### src/rtl/dma_stat_pkg.sv
// constants for the dma status, interrupt-clear and software request block
// assumes a 32-bit register port with byte addresses
package dma_stat_pkg;
  localparam int unsigned NUM_CH  = 2;
  localparam int unsigned NUM_SRC = 5;
  // register byte addresses
  localparam logic [31:0] ADDR_COMBINED   = 32'hFFE04000;
  localparam logic [31:0] ADDR_TC_MASKED  = 32'hFFE04004;
  localparam logic [31:0] ADDR_TC_CLEAR   = 32'hFFE04008;
  localparam logic [31:0] ADDR_ERR_MASKED = 32'hFFE0400C;
  localparam logic [31:0] ADDR_ERR_CLEAR  = 32'hFFE04010;
  localparam logic [31:0] ADDR_TC_RAW     = 32'hFFE04014;
  localparam logic [31:0] ADDR_ERR_RAW    = 32'hFFE04018;
  localparam logic [31:0] ADDR_ENABLED    = 32'hFFE0401C;
  localparam logic [31:0] ADDR_SOFT_BREQ  = 32'hFFE04020;
  localparam logic [31:0] ADDR_IRQ_MASK   = 32'hFFE04040;
  localparam logic [31:0] ADDR_IRQ_STAT   = 32'hFFE04044;
  localparam logic [31:0] ADDR_CH_ENABLE  = 32'hFFE04048;
  // burst request source bits
  localparam int unsigned SRC_SERIAL0_TX  = 0;
  localparam int unsigned SRC_SERIAL0_RX  = 1;
  localparam int unsigned SRC_SERIAL1_TX  = 2;
  localparam int unsigned SRC_SERIAL1_RX  = 3;
  localparam int unsigned SRC_MEMORY_CARD = 4;
  // block interrupt event bits
  localparam int unsigned EV_TC  = 0;
  localparam int unsigned EV_ERR = 1;
  localparam int unsigned EV_W   = 2;
  // reset values
  localparam logic [31:0] RST_ZERO = 32'h00000000;
endpackage

### src/rtl/sticky_flags.sv
// per-bit sticky flags: set by hardware events, cleared by a write of ones
// set wins over clear in the same cycle
`timescale 1ns/10ps
`default_nettype none
module sticky_flags #(
  parameter int unsigned W = 2
) (
  input  wire logic         clk,
  input  wire logic         nrst,
  input  wire logic [W-1:0] set,
  input  wire logic [W-1:0] clr,
  output logic      [W-1:0] flags
);
  initial
  begin
    if (W < 1) $error("sticky_flags: width must be at least one");
  end

  // one flop per bit, each with its own variable so no two processes share one
  for (genvar i = 0; i < W; i++)
  begin : g_bit
    logic flag_q;

    always_ff @(posedge clk)
    begin
      if (!nrst)
        flag_q <= 1'b0;
      else if (set[i])
        flag_q <= 1'b1;
      else if (clr[i])
        flag_q <= 1'b0;
    end

    assign flags[i] = flag_q;
  end
endmodule
`default_nettype wire

### src/rtl/soft_burst_req.sv
// software burst request flags, one per source, cleared on completion
// expects done pulses from the transfer engine
`timescale 1ns/10ps
`default_nettype none
module soft_burst_req #(
  parameter int unsigned N = 5
) (
  input  wire logic         clk,
  input  wire logic         nrst,
  input  wire logic [N-1:0] sw_set,
  input  wire logic [N-1:0] done,
  input  wire logic [N-1:0] periph_req,
  output logic      [N-1:0] sw_flags,
  output logic      [N-1:0] req_out
);
  initial
  begin
    if (N < 1) $error("soft_burst_req: need at least one source");
  end

  // a one raises the request, a zero does nothing, completion clears
  always_ff @(posedge clk)
  begin
    if (!nrst)
      sw_flags <= '0;
    else
      sw_flags <= sw_set | (sw_flags & ~done);
  end

  // request from either peripheral line or software flag
  assign req_out = sw_flags | periph_req;
endmodule
`default_nettype wire

### src/rtl/dma_irq_status.sv
// dma status, interrupt clear and software burst request registers
// assumes a transfer engine that pulses per-channel events and done signals
//
// Implementation choice: strobed register access.
`timescale 1ns/10ps
`default_nettype none
// How it works
// tc clear write ones clear raw tc
// error clear write ones clear raw error
// error masked status read-only, resets zero
// raw tc status shows unmasked request
// raw error status shows unmasked request
// enabled channels mirrors channel enable bits
// transfer completion clears channel enable
// writing one raises software burst request
// completion clears software burst request bit
// writing zero leaves request bits alone
// read returns sources currently requesting burst
// bits map serial0 tx/rx, serial1 tx/rx, card
// request from peripheral line or software
// software avoids mixing software and hardware requests
// reserved bits written zero, read zero here
// tc masked status read-only, resets zero
// combined status ors masked error and tc
// masked equals raw and channel mask
module dma_irq_status (
  input  wire logic        CLK_SYS,
  input  wire logic        NRST,
  input  wire logic [31:0] ADDR,
  input  wire logic [31:0] WDATA,
  input  wire logic        WR,
  input  wire logic        RD,
  output logic      [31:0] RDATA,
  input  wire logic [1:0]  TC_EVENT,
  input  wire logic [1:0]  ERR_EVENT,
  input  wire logic [1:0]  CH_DONE,
  input  wire logic [1:0]  TC_MASK,
  input  wire logic [1:0]  ERR_MASK,
  input  wire logic [4:0]  PERIPH_BREQ,
  input  wire logic [4:0]  SRC_DONE,
  output logic      [4:0]  BURST_REQ,
  output logic      [1:0]  CH_ENABLE,
  output logic             IRQ
);
  localparam int unsigned NC = dma_stat_pkg::NUM_CH;
  localparam int unsigned NS = dma_stat_pkg::NUM_SRC;
  localparam int unsigned NE = dma_stat_pkg::EV_W;

  // ----------------------------------------------------------------
  // address decode
  // ----------------------------------------------------------------
  logic [NC-1:0] tc_raw_status;
  logic [NC-1:0] error_raw_status;
  logic [NC-1:0] tc_status_masked;
  logic [NC-1:0] error_status_masked;
  logic [NC-1:0] combined_irq_status;
  logic [NC-1:0] enabled_channel_status;
  logic [NS-1:0] software_burst_request;
  logic [NC-1:0] tc_clear_port;
  logic [NC-1:0] error_clear_port;
  logic [NS-1:0] sw_set;
  logic [NE-1:0] irq_mask_q;
  logic [NE-1:0] irq_stat;
  logic [NE-1:0] irq_stat_clr;
  logic [NE-1:0] irq_events;
  logic [NC-1:0] ch_enable_q;
  logic [31:0]   rdata_d;
  logic [31:0]   rdata_q;
  logic          wr_tc_clr;
  logic          wr_err_clr;
  logic          wr_soft;
  logic          wr_mask;
  logic          wr_stat;
  logic          wr_chen;

  // write strobes per register
  assign wr_tc_clr  = WR && (ADDR == dma_stat_pkg::ADDR_TC_CLEAR);
  assign wr_err_clr = WR && (ADDR == dma_stat_pkg::ADDR_ERR_CLEAR);
  assign wr_soft    = WR && (ADDR == dma_stat_pkg::ADDR_SOFT_BREQ);
  assign wr_mask    = WR && (ADDR == dma_stat_pkg::ADDR_IRQ_MASK);
  assign wr_stat    = WR && (ADDR == dma_stat_pkg::ADDR_IRQ_STAT);
  assign wr_chen    = WR && (ADDR == dma_stat_pkg::ADDR_CH_ENABLE);

  // ----------------------------------------------------------------
  // raw interrupt status
  // ----------------------------------------------------------------
  // only ones in the written word clear a bit
  assign tc_clear_port    = wr_tc_clr ? WDATA[NC-1:0] : '0;
  assign error_clear_port = wr_err_clr ? WDATA[NC-1:0] : '0;

  // terminal count requests before masking
  sticky_flags #(.W(NC)) u_tc_raw (
    .clk   (CLK_SYS),
    .nrst  (NRST),
    .set   (TC_EVENT),
    .clr   (tc_clear_port),
    .flags (tc_raw_status)
  );

  // error requests before masking
  sticky_flags #(.W(NC)) u_err_raw (
    .clk   (CLK_SYS),
    .nrst  (NRST),
    .set   (ERR_EVENT),
    .clr   (error_clear_port),
    .flags (error_raw_status)
  );

  // ----------------------------------------------------------------
  // masked and combined status
  // ----------------------------------------------------------------
  // mask comes from the channel configuration outside
  assign tc_status_masked    = tc_raw_status & TC_MASK;
  assign error_status_masked = error_raw_status & ERR_MASK;
  assign combined_irq_status = tc_status_masked | error_status_masked;

  // ----------------------------------------------------------------
  // channel enables
  // ----------------------------------------------------------------
  // software sets enable, completion clears it, completion wins
  always_ff @(posedge CLK_SYS)
  begin
    if (!NRST)
      ch_enable_q <= '0;
    else if (wr_chen)
      ch_enable_q <= WDATA[NC-1:0] & ~CH_DONE;
    else
      ch_enable_q <= ch_enable_q & ~CH_DONE;
  end

  assign enabled_channel_status = ch_enable_q;
  assign CH_ENABLE              = ch_enable_q;

  // ----------------------------------------------------------------
  // software burst requests
  // ----------------------------------------------------------------
  // reserved upper bits are ignored on write
  assign sw_set = wr_soft ? WDATA[NS-1:0] : '0;

  // bit order: serial0 tx, serial0 rx, serial1 tx, serial1 rx, card
  soft_burst_req #(.N(NS)) u_soft (
    .clk        (CLK_SYS),
    .nrst       (NRST),
    .sw_set     (sw_set),
    .done       (SRC_DONE),
    .periph_req (PERIPH_BREQ),
    .sw_flags   (),
    .req_out    (software_burst_request)
  );

  // sources may be driven by both; software is asked not to
  assign BURST_REQ = software_burst_request;

  // ----------------------------------------------------------------
  // block interrupt
  // ----------------------------------------------------------------
  // any new terminal count or error event latches a sticky bit
  assign irq_events[dma_stat_pkg::EV_TC]  = |TC_EVENT;
  assign irq_events[dma_stat_pkg::EV_ERR] = |ERR_EVENT;
  assign irq_stat_clr = wr_stat ? WDATA[NE-1:0] : '0;

  sticky_flags #(.W(NE)) u_irq (
    .clk   (CLK_SYS),
    .nrst  (NRST),
    .set   (irq_events),
    .clr   (irq_stat_clr),
    .flags (irq_stat)
  );

  // mask register
  always_ff @(posedge CLK_SYS)
  begin
    if (!NRST)
      irq_mask_q <= '0;
    else if (wr_mask)
      irq_mask_q <= WDATA[NE-1:0];
  end

  // level output while an unmasked bit stands
  assign IRQ = |(irq_stat & irq_mask_q);

  // ----------------------------------------------------------------
  // read mux
  // ----------------------------------------------------------------
  // reserved and unmapped bits read as zero
  always_comb
  begin
    rdata_d = dma_stat_pkg::RST_ZERO;
    case (ADDR)
      dma_stat_pkg::ADDR_COMBINED:   rdata_d[NC-1:0] = combined_irq_status;
      dma_stat_pkg::ADDR_TC_MASKED:  rdata_d[NC-1:0] = tc_status_masked;
      dma_stat_pkg::ADDR_ERR_MASKED: rdata_d[NC-1:0] = error_status_masked;
      dma_stat_pkg::ADDR_TC_RAW:     rdata_d[NC-1:0] = tc_raw_status;
      dma_stat_pkg::ADDR_ERR_RAW:    rdata_d[NC-1:0] = error_raw_status;
      dma_stat_pkg::ADDR_ENABLED:    rdata_d[NC-1:0] = enabled_channel_status;
      dma_stat_pkg::ADDR_SOFT_BREQ:  rdata_d[NS-1:0] = software_burst_request;
      dma_stat_pkg::ADDR_IRQ_MASK:   rdata_d[NE-1:0] = irq_mask_q;
      dma_stat_pkg::ADDR_IRQ_STAT:   rdata_d[NE-1:0] = irq_stat;
      dma_stat_pkg::ADDR_CH_ENABLE:  rdata_d[NC-1:0] = ch_enable_q;
      default:                       rdata_d = dma_stat_pkg::RST_ZERO;
    endcase
  end

  // read data valid the cycle after the strobe, zero otherwise
  always_ff @(posedge CLK_SYS)
  begin
    if (!NRST)
      rdata_q <= dma_stat_pkg::RST_ZERO;
    else if (RD)
      rdata_q <= rdata_d;
    else
      rdata_q <= dma_stat_pkg::RST_ZERO;
  end

  assign RDATA = rdata_q;
endmodule
`default_nettype wire

### config.mk
export PLATFORM = sky130hd
export DESIGN_NAME = dma_irq_status
export DESIGN_NICKNAME = d
export VERILOG_FILES = /design/src/rtl/dma_stat_pkg.sv /design/src/rtl/sticky_flags.sv /design/src/rtl/soft_burst_req.sv /design/src/rtl/dma_irq_status.sv
export SDC_FILE = /design/constraint.sdc
export NUM_CORES = 1
export LEC_CHECK = 0
export BUFFER_PORTS_ARGS = -buffer_cell sky130_fd_sc_hd__buf_2
export CAP_MARGIN = 20
export CORE_ASPECT_RATIO = 1.2
export CORE_MARGIN = 2
export CORE_UTILIZATION = 40
export DETAILED_ROUTE_END_ITERATION = 10
export PLACE_DENSITY_LB_ADDON = 0.05
export SLEW_MARGIN = 0
export SYNTH_ARGS = -nofsm -noshare
export SYNTH_HDL_FRONTEND = slang
export SYNTH_HIERARCHICAL = 1
export SYNTH_SLANG_ARGS = --single-unit
### constraint.sdc
create_clock -name CLK_SYS -period 1.9 [get_ports CLK_SYS]
set_input_delay 0.38 -clock CLK_SYS [delete_from_list [all_inputs] [get_ports CLK_SYS]]
set_output_delay 0.38 -clock CLK_SYS [all_outputs]
set_load 0.01 [all_outputs]
# Word level (Yosys, flattened, before mapping)
# Index checks and enable logic that the tools add are counted.
# classes
eq_ne	12
mux	18
n_bitwise	11
reduce_logical	18
# ops
op	n
32-bit == test (second input constant)	12
2-bit one-hot mux with 9 select lines	1
1-bit two-way mux	12
2-bit nonzero test	6
2-bit AND	5
5-bit OR	2
2-bit two-way mux	4
2-bit OR reduction	4
1-bit logical AND	6
5-bit AND	1
5-bit two-way mux	1
5-bit NOT	1
3-bit AND reduction	1
2-bit NOT	1
2-bit OR	1
2-bit AND reduction	1
# totals
regBits	47
output_inout_bits	40

# Longest topological paths before layout
# depth
ltp_word	5
mapped_depth	7
depth_no_buf	7

# By module
# Netlist, hierarchy kept.
# modules_own_cells
mod	n_inst	cells_each	area_each_um2	seq_area_each_um2
dma_irq_status	1	141	1109.8	180.2
sticky_flags	3	8	97.6	40.0
soft_burst_req	1	20	237.7	100.1

# Least setup slack after synthesis
# OpenSTA, ideal clock, no wires.
# synth_path
path_type	input to register
startpoint	input ADDR[5]
endpoint	register u_tc_raw.g_bit[0].flag_q
arrival_ps	1612
t_required_ps	1785
slack_ps	173
path_stages	7
path_buffers	1
cell_sequence	buf_6 -> or3_4 -> nor2_1 -> nand2_1 -> nor3_1 -> nor2b_4 -> o21a_1
# synth_between
elab_chain_len	4
# synth_lines
element	line_no	rtl
start, declared	dma_irq_status.sv:29	input wire logic [31:0] ADDR,
32-bit == test	dma_irq_status.sv:77	assign wr_tc_clr = WR && (ADDR == dma_stat_pkg::ADDR_TC_CLEAR);
1-bit logical AND	dma_irq_status.sv:77	
2-bit two-way mux	dma_irq_status.sv:88	assign tc_clear_port = wr_tc_clr ? WDATA[NC-1:0] : '0;
via tc_clear_port[0]	dma_irq_status.sv:59	logic [NC-1:0] tc_clear_port;
2-bit nonzero test (no source line)	n/a	
end signal, assigned	sticky_flags.sv:27	flag_q <= 1'b0;
end signal, assigned	sticky_flags.sv:29	flag_q <= 1'b1;
end signal, assigned	sticky_flags.sv:31	flag_q <= 1'b0;
end, declared	sticky_flags.sv:22	logic flag_q;
# The timed path passes the listed nets, and every way through them passes these cells.
# A chain may end at the register's enable or synchronous reset.

# Worst setup path after layout
# layout_path
startpoint	input ADDR[10]
endpoint	register u_irq.g_bit[0].flag_q
# layout_between
elab_chain_len	4
# layout_lines
element	line_no	rtl
32-bit == test	dma_irq_status.sv:81	assign wr_stat = WR && (ADDR == dma_stat_pkg::ADDR_IRQ_STAT);
1-bit logical AND	dma_irq_status.sv:81	
2-bit two-way mux	dma_irq_status.sv:160	assign irq_stat_clr = wr_stat ? WDATA[NE-1:0] : '0;
via irq_stat_clr[0]	dma_irq_status.sv:64	logic [NE-1:0] irq_stat_clr;
2-bit nonzero test (no source line)	n/a	
end signal, assigned	sticky_flags.sv:27	
end signal, assigned	sticky_flags.sv:29	
end signal, assigned	sticky_flags.sv:31	
end, declared	sticky_flags.sv:22	
# The timed path passes the listed nets, and every way through them passes these cells.

==> impl_metrics.toml <==
[clocking]
clock_sinks = 20
numCtsBuffers = 3
clock_latency_ps = 260
cts_resized = 0
ctsHtreeMaxLevel = 1
path_clk_slew_ps = 70
cts_hold_buf = 0
cts_buffer_depth = 2
cts_tree = "built"
postCtsSetupRepairBufs = 0
root_buffer = "clkbuf_8"

[setup_path]
worstSetupEndpointType = "flop"
critPathTopFamily = "simple AND/OR/NAND/NOR gates"
rr_worst_depth = 5
critPathKind = "in -> reg"
slowest_stage = "nor4_1"
critPathLaunch = "ADDR[10]"
critPathLaunchType = "input port"
critPathArrivalTime_ps = 1800
crit_cells = 8
path_cells = "buf_2 -> nor4_1 -> and4_4 -> nand2_4 -> nor3_2 -> and4_1 -> nor2b_4 -> o21a_1"
critPathCapture = "u_irq/g_bit[0].flag_q"
path_max_fanout = 6
path_buf_inv = 1
ff2ff_setup_slack_ps = 590
reg2reg_to = "RDATA[0]"
max_stage_delay_ps = 300
r2r-start = "u_tc_raw/g_bit[0].flag_q"
crit_required_ps = 2060

[finish]
multi_input_area_um2 = 1050
fillerInstances = 413
mostFrequentLayoutCell = "buf_2"
mostFrequentLayoutCells = "buf_2 (73), conb_1 (27), dfxtp_1 (20)"
drive_above_1_share_pct = 45.6
area_growth_pct = 24.6
post-route-cell-area_um2 = 2040
diodes = 0
finish.utilization_pct = 51.9
seqCellArea_um2 = 400
fin_nets = 352

[power_and_ir_drop]
powerDensity_nw_per_um2 = 483
switching_share_pct = 27.6
pwr-share-clk_pct = 33.9
intPower_uw = 715
power_leakage_uw = 0.000971
p_seq_share_pct = 44.2
p_switching_uw = 272
total_power_uw = 987
combPwrFrac_pct = 21.9
vdd_drop_max_mv = 0.325

[sta]
final-max-slew-violation-count = 0
finalClockSkew_ps = 4.45
hold_violations = 0
setup_ws_ps = 261
setup_viol = 0
fin_crit_ps = 1640
fin_crit_sh_pct = 86.3
fmax_mhz = 610
rsz0062_at_grt = "no"
final.setup.tns_ps = 0

[yosys]
ys_seq_area_share_pct = 24.4
ys_async_sr_fraction_pct = 0
synth.yosys.warnings = 6
syn_area_per_cell_um2 = 8.87
postSynthCellCount = 185
synth.distinct_cells = 47
synth_ff_type = "dfxtp_1"
synth_seq_cells = 20
synth-edff-count = 0
synth_area_um2 = 1640

[hold_path]
hp-class = "in -> reg"

[placed_design]
post-dp-hpwl_mm = 3.18
placement.setup.worst_slack_ps = -19.9
place_congestion = 0.835
numPortBuffers = 73
placed_area_um2 = 1990

[floorplan]
dieArea_um2 = 4630
rows = 25
die_h_um = 74.2
start_util_pct = 41.6
core_um2 = 3940
die_x_um = 62.5
ios = 128

[global_routing]
first_global_vias = 1333
overflow = 0
grt_max_degree = 17
grt_pass1_wl_mm = 6.13
track_usage_pct = 16.7
antenna_found_initial = 0

[route]
vias = 1468
route.detailed.drc = 0
drtPass1Iterations = 4
vias_per_cell = 4.63
drt_iter0_markers = 35
wl_mm = 3.87
wire_per_inst_um = 12.2
ant_nets = 0

[status]
status = "complete, no violations"

[flow_run]
cap_violations = 0
state kept, by name, indices dropped and copies added, names as in the netlist:
register,count
u_irq/g_bit.flag_q,2
CH_ENABLE,2
u_tc_raw/g_bit.flag_q,2
u_err_raw/g_bit.flag_q,2
RDATA,5
u_soft/sw_flags,5
irq_mask_q,2
area by class of cell:
type                    count  share of cell area (%)
multi-input cells         151                    51.4
clock buffers               4                    2.69
inverters                   2                   0.367
well taps                  54                    3.30
flip-flops and latches     20                    19.6
repair buffers             86                    22.6
worst min-delay path by stage:
stage,startpoint,endpoint,slack (ps),cells past startpoint
after global routing,TC_EVENT[0],u_tc_raw/g_bit[0].flag_q,340,2
after floorplan,CH_ENABLE[0],CH_ENABLE[0],490,2
after global placement,CH_ENABLE[0],CH_ENABLE[0],480,2
after CTS,ERR_EVENT[1],u_err_raw/g_bit[1].flag_q,330,2
after detailed placement,CH_ENABLE[0],CH_ENABLE[0],490,2
final,ERR_EVENT[1],u_err_raw/g_bit[1].flag_q,340,2
cells in the mapped netlist, drive strengths merged, types with 2 or more instances:
cell	instances	area share (%)
or2	7	2.7
nor3	11	4.3
dfxtp	20	24
inv	2	0.46
mux2i	4	2.4
buf	37	17
o21a	12	5.5
nor2	6	1.4
and2	9	3.6
nor4	8	4.7
a21oi	5	1.5
nand2	14	3.7
nand3	3	0.92
o21ai	2	0.61
nor2b	16	11
nand3b	2	0.92
nor4b	2	2.4
nand4	4	1.9
and4	5	2.8
routing by layer:
layer / share of wire (%) / global-route usage [%] / wire, um
met3: 6.0 / 3.18 / 232
met4: 2.5 / 7.90 / 95
met2: 49 / 28.2 / 1900
met1: 42 / 20.9 / 1640
met5: 0 / 0 / 0
kinds of logic (layout without fill, tap and decap cells):
kind of cell	count (synthesis)	in the layout	synth area share, %
DFF	20	20	24.4
and+or+nand+nor	92	92	42.8
buffers and inverters	40	92	17.5
other	1	27	0.229
AOI/OAI and AO/OA	28	28	12.7
muxes	4	4	2.44
through the flow:
step	hold WS, ps	cells
finish	336	317
floorplan	494	211
detailed placement	488	313
global route	341	317
global placement	481	313
CTS	329	317
power by group through the flow:
| stage | combinational, uW | sequential (uW) | clock, uW |
|---|---|---|---|
| 6_report | 217 | 436 | 334 |
| 3_5_place_dp | 215 | 446 | 0 |
| 3_3_place_gp | 215 | 446 | 0 |
| 2_1_floorplan | 167 | 441 | 0 |
| 5_1_grt | 241 | 437 | 366 |
| 4_1_cts | 216 | 436 | 344 |
Note: power is estimated with default switching activity, not from simulation.
